==> src/pkg/mbs_pkg.sv <==
// Constants, codes and CRC helper shared by the Modbus status slave and its master
package mbs_pkg;
  localparam int unsigned CLK_HZ        = 100_000_000;
  localparam int unsigned BAUD          = 19200;
  localparam int unsigned BIT_CYC       = CLK_HZ / BAUD;
  localparam int unsigned BYTE_GAP_MS   = 20;
  localparam int unsigned BYTE_GAP_CYC  = BYTE_GAP_MS * (CLK_HZ / 1000);
  localparam int unsigned FRAME_GAP_MS  = 50;
  localparam int unsigned FRAME_GAP_CYC = FRAME_GAP_MS * (CLK_HZ / 1000);
  localparam int unsigned RESP_TO_MS    = 200;
  localparam int unsigned RESP_TO_CYC   = RESP_TO_MS * (CLK_HZ / 1000);
  // Serial character layout
  localparam logic [3:0]  UART_STOP_IDX = 4'h9;
  localparam logic [3:0]  UART_BITS     = 4'hA;
  // Protocol codes
  localparam logic [7:0]  FN_READ_HOLD  = 8'h03;
  localparam logic [7:0]  FN_EXC_FLAG   = 8'h80;
  localparam logic [7:0]  EXC_ILL_FUNC  = 8'h01;
  localparam logic [7:0]  EXC_ILL_ADDR  = 8'h02;
  localparam logic [7:0]  REQ_LEN       = 8'h08;
  localparam logic [7:0]  MIN_FRAME     = 8'h04;
  localparam logic [7:0]  MIN_REPLY     = 8'h05;
  localparam logic [7:0]  HDR_LEN       = 8'h03;
  localparam logic [7:0]  EXC_LEN       = 8'h05;
  localparam logic [15:0] CRC_INIT      = 16'hFFFF;
  localparam logic [15:0] CRC_POLY      = 16'hA001;
  // Holding register map
  localparam logic [15:0] REG_SEC_HI    = 16'h0004;
  localparam logic [15:0] REG_SEC_LO    = 16'h0005;
  localparam logic [15:0] REG_HEALTH    = 16'h0009;
  localparam logic [15:0] REG_SPEED     = 16'h000A;
  localparam logic [15:0] REG_DIR       = 16'h000B;
  localparam logic [15:0] REG_CURRENT   = 16'h000C;
  localparam logic [16:0] REG_END       = 17'h0000D;
  // Health and direction codes
  localparam logic [15:0] HLT_OK        = 16'h0000;
  localparam logic [15:0] HLT_JAM       = 16'h0001;
  localparam logic [15:0] HLT_GPS       = 16'h0100;
  localparam logic [15:0] HLT_MCOMM     = 16'h0003;
  localparam logic [15:0] HLT_HICUR     = 16'h0010;
  localparam logic [15:0] HLT_TEMP      = 16'h0030;
  localparam logic [15:0] HLT_RAIL      = 16'h0040;
  localparam logic [15:0] DIR_STOP      = 16'h0000;
  localparam logic [15:0] DIR_FWD       = 16'h0001;
  localparam logic [15:0] DIR_REV       = 16'h0003;
  // Master Wishbone register offsets
  localparam logic [7:0]  WB_CTRL       = 8'h00;
  localparam logic [7:0]  WB_RANGE      = 8'h04;
  localparam logic [7:0]  WB_STAT       = 8'h08;
  localparam logic [7:0]  WB_DATA       = 8'h10;
  localparam int unsigned DATA_WORDS    = 8;
  localparam int unsigned CTRL_GO_BIT   = 24;

  // One byte of the reflected CRC-16 used on the link
  function automatic logic [15:0] crc_byte(input logic [15:0] c, input logic [7:0] b);
    logic [15:0] r;
    r = c ^ {8'h00, b};
    for (int i = 0; i < 8; i++) begin
      r = r[0] ? ((r >> 1) ^ CRC_POLY) : (r >> 1);
    end
    return r;
  endfunction
endpackage

==> src/pkg/mbs_if.sv <==
// Serial link between the Modbus master and the status slave
`timescale 1ns/1ps
interface mbs_if;
  logic m2s_txd;   // Master transmit, slave receive, idle high
  logic s2m_txd;   // Slave transmit, master receive, idle high
  modport slave (input m2s_txd, output s2m_txd);
  modport master (output m2s_txd, input s2m_txd);
endinterface

==> src/verilog/mbs_slave.sv <==
// Modbus RTU status slave with its serial receiver
`timescale 1ns/1ps
module mbs_uart_rx #(
  parameter int unsigned BIT_CYC = mbs_pkg::BIT_CYC
) (
  // Clock and control
  input  wire logic       clk_i,
  input  wire logic       rst_i,
  input  wire logic       ce_i,
  // Serial in and received byte
  input  wire logic       rxd_i,
  output logic [7:0]      data_o,
  output logic            valid_o
);
  import mbs_pkg::*;
  logic [31:0] cnt_q;
  logic [3:0]  bit_q;
  logic [8:0]  sh_q;
  logic        busy_q;

  // Mid-bit sampling of start, eight data bits and stop
  always_ff @(posedge clk_i) begin
    if (rst_i) begin
      cnt_q   <= '0;
      bit_q   <= '0;
      sh_q    <= '0;
      busy_q  <= 1'b0;
      data_o  <= '0;
      valid_o <= 1'b0;
    end else if (ce_i) begin
      valid_o <= 1'b0;
      if (!busy_q) begin
        if (!rxd_i) begin
          busy_q <= 1'b1;
          cnt_q  <= 32'(BIT_CYC / 2);
          bit_q  <= '0;
        end
      end else if (cnt_q != '0) begin
        cnt_q <= cnt_q - 32'd1;
      end else begin
        cnt_q <= 32'(BIT_CYC - 1);
        if (bit_q == '0 && rxd_i) begin
          busy_q <= 1'b0;                  // False start
        end else if (bit_q == UART_STOP_IDX) begin
          busy_q <= 1'b0;
          if (rxd_i) begin
            data_o  <= sh_q[8:1];
            valid_o <= 1'b1;
          end
        end else begin
          sh_q  <= {rxd_i, sh_q[8:1]};
          bit_q <= bit_q + 4'h1;
        end
      end
    end
  end
endmodule


==> src/verilog/mbs_master.sv <==
// Modbus RTU polling master with a Wishbone register port and the serial transmitter
`timescale 1ns/1ps
module mbs_uart_tx #(
  parameter int unsigned BIT_CYC = mbs_pkg::BIT_CYC
) (
  // Clock and control
  input  wire logic       clk_i,
  input  wire logic       rst_i,
  input  wire logic       ce_i,
  // Byte handshake and serial out
  input  wire logic [7:0] data_i,
  input  wire logic       valid_i,
  output logic            ready_o,
  output logic            txd_o
);
  import mbs_pkg::*;
  logic [31:0] cnt_q;
  logic [3:0]  bit_q;
  logic [9:0]  sh_q;

  // Ready when idle or in the last cycle of a stop bit, so bytes run back to back
  assign ready_o = (bit_q == '0) || (bit_q == 4'h1 && cnt_q == '0);
  assign txd_o   = sh_q[0];

  // Start bit, eight data bits LSB first, one stop bit, no parity
  always_ff @(posedge clk_i) begin
    if (rst_i) begin
      cnt_q <= '0;
      bit_q <= '0;
      sh_q  <= '1;
    end else if (ce_i) begin
      if (ready_o && valid_i) begin
        sh_q  <= {1'b1, data_i, 1'b0};
        bit_q <= UART_BITS;
        cnt_q <= 32'(BIT_CYC - 1);
      end else if (bit_q != '0 && cnt_q != '0) begin
        cnt_q <= cnt_q - 32'd1;
      end else if (bit_q != '0) begin
        sh_q  <= {1'b1, sh_q[9:1]};
        bit_q <= bit_q - 4'h1;
        cnt_q <= 32'(BIT_CYC - 1);
      end
    end
  end
endmodule

module mbs_master #(
  parameter int unsigned BIT_CYC       = mbs_pkg::BIT_CYC,
  parameter int unsigned BYTE_GAP_CYC  = mbs_pkg::BYTE_GAP_CYC,
  parameter int unsigned FRAME_GAP_CYC = mbs_pkg::FRAME_GAP_CYC,
  parameter int unsigned RESP_TO_CYC   = mbs_pkg::RESP_TO_CYC
) (
  // Clock and control
  input  wire logic        clk_i,
  input  wire logic        rst_i,
  input  wire logic        ce_i,
  // Wishbone slave
  input  wire logic        wb_cyc_i,
  input  wire logic        wb_stb_i,
  input  wire logic        wb_we_i,
  input  wire logic [7:0]  wb_adr_i,
  input  wire logic [3:0]  wb_sel_i,
  input  wire logic [31:0] wb_dat_i,
  output logic [31:0]      wb_dat_o,
  output logic             wb_ack_o,
  // Serial link
  mbs_if.master            link
);
  import mbs_pkg::*;
  typedef enum logic [3:0] {MS_IDLE = 4'b0001, MS_GAP = 4'b0010, MS_SEND = 4'b0100, MS_RECV = 4'b1000} mbs_mstate_t;
  mbs_mstate_t st_q;
  logic [31:0] ctrl_q;
  logic [31:0] range_q;
  logic [15:0] data_q [0:DATA_WORDS-1];
  logic        done_q;
  logic        bad_q;
  logic        tmo_q;
  logic        exc_q;
  logic [7:0]  code_q;
  logic [7:0]  len_q;
  logic [7:0]  b0_q;
  logic [7:0]  b1_q;
  logic [15:0] crc_q;
  logic [31:0] quiet_q;
  logic [31:0] wait_q;
  logic [2:0]  idx_q;
  logic [7:0]  tx_byte;
  logic [7:0]  rx_byte;
  logic        rx_vld;
  logic        tx_rdy;
  logic        wr;
  logic [7:0]  doff;

  mbs_uart_rx #(.BIT_CYC(BIT_CYC)) u_rx (
    .clk_i   (clk_i),
    .rst_i   (rst_i),
    .ce_i    (ce_i),
    .rxd_i   (link.s2m_txd),
    .data_o  (rx_byte),
    .valid_o (rx_vld)
  );

  mbs_uart_tx #(.BIT_CYC(BIT_CYC)) u_tx (
    .clk_i   (clk_i),
    .rst_i   (rst_i),
    .ce_i    (ce_i),
    .data_i  (tx_byte),
    .valid_i (st_q == MS_SEND),
    .ready_o (tx_rdy),
    .txd_o   (link.m2s_txd)
  );

  // Request bytes: address, function, start, count, CRC
  always_comb begin
    case (idx_q)
      3'h0:    tx_byte = ctrl_q[7:0];
      3'h1:    tx_byte = ctrl_q[15:8];
      3'h2:    tx_byte = range_q[15:8];
      3'h3:    tx_byte = range_q[7:0];
      3'h4:    tx_byte = range_q[31:24];
      3'h5:    tx_byte = range_q[23:16];
      3'h6:    tx_byte = crc_q[7:0];
      default: tx_byte = crc_q[15:8];
    endcase
  end

  // Write strobe at the acknowledged edge; data window offset
  assign wr   = wb_cyc_i && wb_stb_i && wb_we_i && wb_ack_o;
  assign doff = wb_adr_i - WB_DATA;

  // Bus answer one cycle after request, read data registered
  always_ff @(posedge clk_i) begin
    if (rst_i) begin
      wb_ack_o <= 1'b0;
      wb_dat_o <= '0;
    end else if (ce_i) begin
      wb_ack_o <= wb_cyc_i && wb_stb_i && !wb_ack_o;
      if (wb_adr_i == WB_CTRL)       wb_dat_o <= {8'h00, ctrl_q[23:0]};
      else if (wb_adr_i == WB_RANGE) wb_dat_o <= range_q;
      else if (wb_adr_i == WB_STAT)  wb_dat_o <= {16'h0000, code_q, 3'h0, exc_q, tmo_q, bad_q, done_q, st_q != MS_IDLE};
      else if (wb_adr_i >= WB_DATA && doff < 8'(DATA_WORDS * 4) && doff[1:0] == 2'h0)
        wb_dat_o <= {16'h0000, data_q[doff[4:2]]};
      else                           wb_dat_o <= '0;
    end
  end

  // Control and range registers with byte enables
  always_ff @(posedge clk_i) begin
    if (rst_i) begin
      ctrl_q  <= {16'h0000, FN_READ_HOLD, 8'h01};
      range_q <= '0;
    end else if (ce_i) begin
      ctrl_q[CTRL_GO_BIT] <= 1'b0;
      for (int b = 0; b < 4; b++) begin
        if (wr && wb_sel_i[b] && wb_adr_i == WB_CTRL)  ctrl_q[8*b +: 8]  <= wb_dat_i[8*b +: 8];
        if (wr && wb_sel_i[b] && wb_adr_i == WB_RANGE) range_q[8*b +: 8] <= wb_dat_i[8*b +: 8];
      end
    end
  end

  // Link quiet time since the last request left the line
  always_ff @(posedge clk_i) begin
    if (rst_i) quiet_q <= '0;
    else if (ce_i) begin
      if (st_q == MS_SEND || !tx_rdy) quiet_q <= '0;
      else if (quiet_q < 32'(FRAME_GAP_CYC)) quiet_q <= quiet_q + 32'd1;
    end
  end

  // Poll sequence: gap, send request, collect reply, report
  always_ff @(posedge clk_i) begin
    if (rst_i) begin
      st_q   <= MS_IDLE;
      done_q <= 1'b0;
      bad_q  <= 1'b0;
      tmo_q  <= 1'b0;
      exc_q  <= 1'b0;
      code_q <= '0;
      len_q  <= '0;
      b0_q   <= '0;
      b1_q   <= '0;
      crc_q  <= CRC_INIT;
      wait_q <= '0;
      idx_q  <= '0;
      for (int i = 0; i < DATA_WORDS; i++) begin
        data_q[i] <= '0;
      end
    end else if (ce_i) begin
      case (st_q)
        MS_IDLE: begin
          if (ctrl_q[CTRL_GO_BIT]) begin
            st_q   <= MS_GAP;
            done_q <= 1'b0;
            crc_q  <= CRC_INIT;
            idx_q  <= '0;
          end
        end
        MS_GAP: begin
          if (quiet_q >= 32'(FRAME_GAP_CYC)) st_q <= MS_SEND;
        end
        MS_SEND: begin
          if (tx_rdy) begin
            // CRC covers the six header bytes only
            if (idx_q < 3'h6) crc_q <= crc_byte(crc_q, tx_byte);
            idx_q <= idx_q + 3'h1;
            if (idx_q == 3'h7) begin
              st_q   <= MS_RECV;
              len_q  <= '0;
              wait_q <= '0;
              crc_q  <= CRC_INIT;
            end
          end
        end
        MS_RECV: begin
          if (rx_vld) begin
            wait_q <= '0;
            crc_q  <= crc_byte(crc_q, rx_byte);
            if (len_q != 8'hFF) len_q <= len_q + 8'h1;
            if (len_q == 8'h0) b0_q <= rx_byte;
            if (len_q == 8'h1) b1_q <= rx_byte;
            if (len_q == 8'h2) code_q <= rx_byte;
            if (len_q >= HDR_LEN && len_q < HDR_LEN + 8'(DATA_WORDS * 2)) begin
              if (len_q[0]) data_q[3'((len_q - HDR_LEN) >> 1)][15:8] <= rx_byte;
              else data_q[3'((len_q - HDR_LEN) >> 1)][7:0] <= rx_byte;
            end
          end else if (len_q == '0 && wait_q >= 32'(RESP_TO_CYC)) begin
            st_q   <= MS_IDLE;
            done_q <= 1'b1;
            tmo_q  <= 1'b1;
            bad_q  <= 1'b0;
            exc_q  <= 1'b0;
          end else if (len_q != '0 && wait_q >= 32'(BYTE_GAP_CYC)) begin
            st_q   <= MS_IDLE;
            done_q <= 1'b1;
            tmo_q  <= 1'b0;
            bad_q  <= crc_q != '0 || len_q < MIN_REPLY || b0_q != ctrl_q[7:0];
            exc_q  <= b1_q == (ctrl_q[15:8] | FN_EXC_FLAG);
          end else begin
            wait_q <= wait_q + 32'd1;
          end
        end
        default: st_q <= MS_IDLE;
      endcase
    end
  end
endmodule

==> src/flat_wrapper.sv <==
// flat-port wrapper written by rule: the top's interface ports become plain ports
module mbs_master_flat import mbs_pkg::*;
#(
  parameter int unsigned BIT_CYC       = mbs_pkg::BIT_CYC,
  parameter int unsigned BYTE_GAP_CYC  = mbs_pkg::BYTE_GAP_CYC,
  parameter int unsigned FRAME_GAP_CYC = mbs_pkg::FRAME_GAP_CYC,
  parameter int unsigned RESP_TO_CYC   = mbs_pkg::RESP_TO_CYC
)
  (clk_i, rst_i, ce_i, wb_cyc_i, wb_stb_i, wb_we_i, wb_adr_i, wb_sel_i, wb_dat_i, wb_dat_o, wb_ack_o, link_m2s_txd, link_s2m_txd);
  mbs_if link_i ();
  input  wire logic clk_i;
  input  wire logic rst_i;
  input  wire logic ce_i;
  input  wire logic wb_cyc_i;
  input  wire logic wb_stb_i;
  input  wire logic wb_we_i;
  input  wire logic [7:0] wb_adr_i;
  input  wire logic [3:0] wb_sel_i;
  input  wire logic [31:0] wb_dat_i;
  output logic [31:0] wb_dat_o;
  output logic wb_ack_o;
  output wire logic [$bits(link_i.m2s_txd)-1:0] link_m2s_txd;
  input wire logic [$bits(link_i.s2m_txd)-1:0] link_s2m_txd;
  assign link_m2s_txd = link_i.m2s_txd;
  assign link_i.s2m_txd = link_s2m_txd;
  mbs_master #(.BIT_CYC(BIT_CYC), .BYTE_GAP_CYC(BYTE_GAP_CYC), .FRAME_GAP_CYC(FRAME_GAP_CYC), .RESP_TO_CYC(RESP_TO_CYC)) u_core (.clk_i(clk_i), .rst_i(rst_i), .ce_i(ce_i), .wb_cyc_i(wb_cyc_i), .wb_stb_i(wb_stb_i), .wb_we_i(wb_we_i), .wb_adr_i(wb_adr_i), .wb_sel_i(wb_sel_i), .wb_dat_i(wb_dat_i), .wb_dat_o(wb_dat_o), .wb_ack_o(wb_ack_o), .link(link_i));
endmodule
==> config.mk <==
export PLATFORM = sky130hd
export DESIGN_NAME = mbs_master_flat
export DESIGN_NICKNAME = d
export VERILOG_FILES = /design/src/pkg/mbs_pkg.sv /design/src/pkg/mbs_if.sv /design/src/verilog/mbs_slave.sv /design/src/verilog/mbs_master.sv /design/src/flat_wrapper.sv
export SDC_FILE = /design/constraint.sdc
export NUM_CORES = 1
export LEC_CHECK = 0
export BUFFER_PORTS_ARGS = -buffer_cell sky130_fd_sc_hd__buf_2
export CAP_MARGIN = 40
export CORE_UTILIZATION = 55
export CTS_BUF_LIST = sky130_fd_sc_hd__clkbuf_8
export DETAILED_ROUTE_END_ITERATION = 6
export GPL_TIMING_DRIVEN = 1
export MAX_ROUTING_LAYER = met4
export PLACE_DENSITY = 0.72
export SYNTH_ARGS = -nofsm -noshare
export SYNTH_HDL_FRONTEND = slang
export SYNTH_SLANG_ARGS = --single-unit
==> constraint.sdc <==
create_clock -name clk_i -period 10 [get_ports clk_i]
set_input_delay 2 -clock clk_i [delete_from_list [all_inputs] [get_ports clk_i]]
set_output_delay 2 -clock clk_i [all_outputs]
set_load 0.02 [all_outputs]
Word-level counts from Yosys, hierarchy flattened
Memories as Yosys holds them, arrays and structs flattened.
Index checks and enable logic that the tools add are counted.
- add/sub/neg operators: 10
- $lt $le $gt $ge: 10
- eq/ne operators: 37
- muxes and demuxes: 109
- bitwise gates (word level): 22
- reduce and logical (&&, ||, !) cells: 76
- operators by type and width (kind ; number):
    two-way mux 32 bit ; 15
    two-way mux 16 bit ; 24
    adder 32 x 1 -> 32 bit (second input constant) ; 2
    case mux 32 bit (2 select lines) ; 1
    nonzero test 32 bit ; 2
    subtractor 32 x 1 -> 32 bit (second input constant) ; 2
    two-way mux 4 bit ; 15
    case mux 8 bit (7 select lines) ; 1
    inverter 2 -> 3 bit ; 16
    case mux 16 bit (3 select lines) ; 1
    two-way mux 1 bit ; 37
    >= comparator 32 x 21 -> 1 bit (second input constant) ; 1
    >= comparator 32 x 23 -> 1 bit (second input constant) ; 1
    >= comparator 32 x 25 -> 1 bit (second input constant) ; 1
    zero test 32 bit ; 1
    less-than comparator 32 x 23 -> 1 bit (second input constant) ; 1
    two-way mux 8 bit ; 4
    bitwise XOR 16 x 8 -> 16 bit ; 2
    two-way mux 10 bit ; 3
    logical AND 1 bit ; 25
    AND reduction 6 bit ; 4
    AND reduction 2 bit ; 10
    AND reduction 4 bit ; 5
    zero test 8 bit ; 2
    52 further kinds ; 88
- register bits: 314
- memory bits (writable): 128
- bits of input ports: 51
- memories kept: 1
- memory list (memory ; words ; bits a word ; rd ports ; clocked after memory_dff ; write ports ; RTL line ; RTL):
    u_core.data_q ; 8 ; 16 ; 1 ; 0 ; 8 ; mbs_master.sv:74 ; logic [15:0] data_q [0:DATA_WORDS-1];

Longest topological paths before layout
- depth after elaboration: 23
- gate-level depth with buffers: 15
- mapped depth without buffers: 11

Hierarchy
From an unflattened synthesis, not the netlist that was laid out.
- cells, all modules: 2232
- area, all modules: 21638.3 µm²
- modules (own cells, without submodules) (module ; times used ; cells an instance ; area each (µm²) ; seq. area each (µm²)):
    mbs_master ; 1 ; 1614 ; 16394.5 ; 8107.8
    mbs_uart_rx ; 1 ; 322 ; 2750.1 ; 1081.0
    mbs_uart_tx ; 1 ; 296 ; 2493.6 ; 900.9

Least setup slack after synthesis
OpenSTA, ideal clock, no wires.
- path type: input port to flip-flop
- from: input wb_adr_i[4]
- to: register u_core.ctrl_q[8]
- setup time: 0.120 ns
- arrival time: 4.131 ns
- data required time: 9.880 ns
- path slack: 5.750 ns
- stages: 9
- path buffers: 1
- path through: inv_2 buf_1 ha_1 nand3_1 nor2_1 nand2_1 nor2_1 nor2b_1 a211o_1
- longest elaborated chain between the ends: 3
- RTL lines (element ; RTL line ; RTL):
    start: declaration ; flat_wrapper.sv:17 ; input wire logic [7:0] wb_adr_i;
    zero test 8 bit ; mbs_master.sv:155 ; if (wr && wb_sel_i[b] && wb_adr_i == WB_CTRL) ctrl_q[8*b +: 8] <= wb_dat_i[8*b +: 8];
    logical AND 1 bit ; mbs_master.sv:155 ;
    AND reduction 2 bit (no source line) ; - ;
    end signal: assignment ; mbs_master.sv:150 ; ctrl_q <= {16'h0000, FN_READ_HOLD, 8'h01};
    end signal: indexed assignment ; mbs_master.sv:155 ;
    end: declaration ; mbs_master.sv:72 ; logic [31:0] ctrl_q;
No other way between the ends.
A chain may end at the register's enable or synchronous reset.

==> results.tsv <==
stage	metric	value	unit
status	status	complete, no violations	
floorplanning	fp.dieH	197	µm
global_route	antenna_found_initial	0	
setup_path	path_max_fanout	58	
worst_hold_path	min_to	u_core.quiet_q[28]	
synthesis	synth_top_cell_area_share	0.299	
place	placed_area	21800	µm²
floorplanning	rows	71	
synthesis	avgSynthCellArea	9.81	µm²
drt	dr.pass1.iters	6	
power	vdd.ir_drop.worst	0.0992	mV
setup_path	worstPathArrival	5.03	ns
cells_and_area	register_area	10100	µm²
timing	setup_slack	5.30	ns
place	post-place-ws	4.68	ns
clock_network	cts_tree	built	
cells_and_area	nFillCells	3120	
clock_network	cts_setup_buffers	0	
clock_network	htreeDepth	3	
global_route	overflow	0	
cells_and_area	utilization	0.619	
clock_network	cts.sinks	440	
drt	vias	16200	
synthesis	synth_area	20900	µm²
setup_path	required	10.33	ns
clock_network	path_clk_slew	0.05	ns
worst_hold_path	hold_class	flop to flop	
timing	fin_skew	0.0271	ns
setup_path	criticalPathCategory	input pin to flop	
setup_path	reg2reg_depth	12	
setup_path	cp_common_cell	nand3_1	
floorplanning	fp.dieW	197	µm
timing	max_freq	213	MHz
floorplanning	initial_core_util	0.558	
power	total_power	4.38	mW
setup_path	r2r_start	u_core.idx_q[2]	
cells_and_area	drive_above_1_share	0.134	
setup_path	endpoint_kind	flop	
timing	setup-tns-final	0	ns
cells_and_area	antenna_cells	0	
cells_and_area	fin_cells	2763	
setup_path	ff2ff_setup_slack	6.16	ns
drt	viasPerCell	5.86	
drt	wire_per_inst	18.7	µm
synthesis	synthTopCellsByArea	dfxtp_1 30%, edfxtp_1 18%, nor2_1 5.6%, mux2i_1 5.3%, and2_1 4.5%	
synthesis	synth_cell_types	88	
clock_network	clockRootBuffer	clkbuf_8	
clock_network	clk_latency	0.65	ns
global_route	grt_max_degree	217	
place	placed_cells	2631	
synthesis	synthArstFlopShare	0	
setup_path	critPathLaunchType	input pin	
synthesis	yosysWarnings	0	
drt	ant_nets	0	
synthesis	yosysTopAreaCell	dfxtp_1	
clock_network	hold_buffers	0	
place	io_buffers	84	
setup_path	crit_slowest_cell	nor4_1	
cells_and_area	finalNetCount	2273	
clock_network	cts_buffer_depth	3	
power	p_leak	8.53	nW
synthesis	ys_top_cells_by_count	312 x dfxtp_1, 310 x nor2_1, 150 x and2_1	
clock_network	cts_made_buffers	75	
setup_path	r2r-end	u_core.crc_q[15]	
timing	min_period_over_period	0.470	
drt	wirelength	51.6	mm
worst_hold_path	min_path_cells	1	
timing	hold_violations	0	
synthesis	netlist_instances	2130	
timing	whs	0.450	ns
global_route	grt_pass1_vias	15500	
worst_hold_path	worstHoldStart	u_core.quiet_q[28]	
timing	fin_crit	4.70	ns
setup_path	cp_cell_sequence	buf_2 > buf_4 > nand3_1 > nor4_1 > nand3_1 > nor3_1 > or2_2	
cells_and_area	area_growth	11.1	%
cells_and_area	design_area	23200	µm²
floorplanning	ios	85	
timing	grt_setup_unrepaired	no	
timing	max_slew_margin	0.344	
timing	setup-violations-final	0	
timing	tightest_slew	0.985	ns
floorplanning	dieArea	38800	µm²
power	powerDensity	189	nW/µm²
synthesis	synth_edf_count	128	
global_route	grt_pass1_wl	82.1	mm
timing	slew_viol_final	0	
drt	route.detailed.drc	0	
synthesis	syn-num-nets	2206	
drt	drt_iter0_drc	1126	
cells_and_area	multi_input_area	10200	µm²
synthesis	ys_seq_area_frac	0.483	
place	gp_congestion	0.907	
synthesis	post-synth-top-count-cell	dfxtp_1	
synthesis	ys_seq_elements	440	
global_route	grt_usage	0.276	
floorplanning	coreArea	37500	µm²
flow_run	cap_violations	0	
synthesis	synthFlopType	dfxtp_1	
place	dp_hpwl	34.7	mm
setup_path	slowest_delay	0.82	ns
clock_network	ctsResizeCount	0	
-- layout by cell type (no fill, tap or decap), types with 7 or more instances in the layout --
cell type    n
a211o_1     14
a211oi_1    10
a21oi_1    112
a221oi_1    21
a22oi_1     11
a311oi_1     9
a31oi_1     15
and2_1     150
and3_1      22
buf_2       83
buf_4       19
clkbuf_8    88
clkinv_1     9
dfxtp_1    312
edfxtp_1   128
ha_1        25
inv_1       64
mux2_2       9
mux2i_1    110
mux4_2      32
nand2_1    124
nand2b_1    12
nand3_1     41
nand4_1     38
nor2_1     310
nor3_1      59
nor4_1      32
o211ai_1    13
o21ai_0     27
o22ai_1     16
o31ai_1      7
or2_2       19
or3_1       17
or4_1       11
xnor2_1     84
xor2_1      63
-- registers in the layout, summed over array words and instances (netlist names), 8 cells and up --
| name | flops |
|---|---|
| u_core.b0_q | 8 |
| u_core.b1_q | 8 |
| u_core.code_q | 8 |
| u_core.crc_q | 16 |
| u_core.ctrl_q | 25 |
| u_core.data_q | 128 |
| u_core.len_q | 8 |
| u_core.quiet_q | 32 |
| u_core.range_q | 32 |
| u_core.u_rx.cnt_q | 32 |
| u_core.u_rx.data_o | 8 |
| u_core.u_rx.sh_q | 8 |
| u_core.u_tx.cnt_q | 32 |
| u_core.u_tx.sh_q | 9 |
| u_core.wait_q | 32 |
| u_core.wb_dat_o | 32 |
-- layer usage --
layer | part of all wire | up-vias | track usage
li1 | - | 7743 | -
met1 | 0.44 | 7734 | 0.364
met2 | 0.45 | 604 | 0.422
met3 | 0.076 | 120 | 0.0544
met4 | 0.030 | 0 | 0.100
met5 | 0 | - | -
-- critical path: cells and delay by family --
family / cells / cell delay (ns)
buffers and inverters: 2 / 0.61
and+or+nand+nor: 5 / 2.39
-- worst max path at each step --
stage	start	end	slack [ns]	cells past startpoint
finish	ce_i	u_core.data_q[0][13]	5.30	7
global route	ce_i	u_core.data_q[0][6]	5.06	8
floorplan	wb_adr_i[4]	u_core.ctrl_q[8]	5.75	9
global placement	ce_i	u_core.data_q[0][1]	4.82	8
CTS	ce_i	u_core.data_q[0][11]	5.37	7
detailed placement	ce_i	u_core.data_q[0][15]	4.68	7
-- power breakdown --
part           internal [mW]  switching (mW)  leakage, nW
clock network          0.852           0.729        0.844
registers               1.95          0.0943         3.74
logic                  0.302           0.459         3.95
-- layout make-up --
type / count / area share
clock inverters: 44 / 0.0106
well taps: 511 / 0.0275
clock buffers: 88 / 0.0522
multi-input cells: 1528 / 0.439
repair buffers: 110 / 0.0291
flip-flops and latches: 440 / 0.435
inverters: 42 / 0.00679
-- logic make-up after synthesis --
logic type,Yosys count,share of synthesized area
xor+xnor,151,0.0658
buf+inv,162,0.0300
simple gates,885,0.213
fa+ha+maj,25,0.0150
compound gates,313,0.100
mux,154,0.0936
flops,440,0.483
Power figures use the tool's default switching activity.
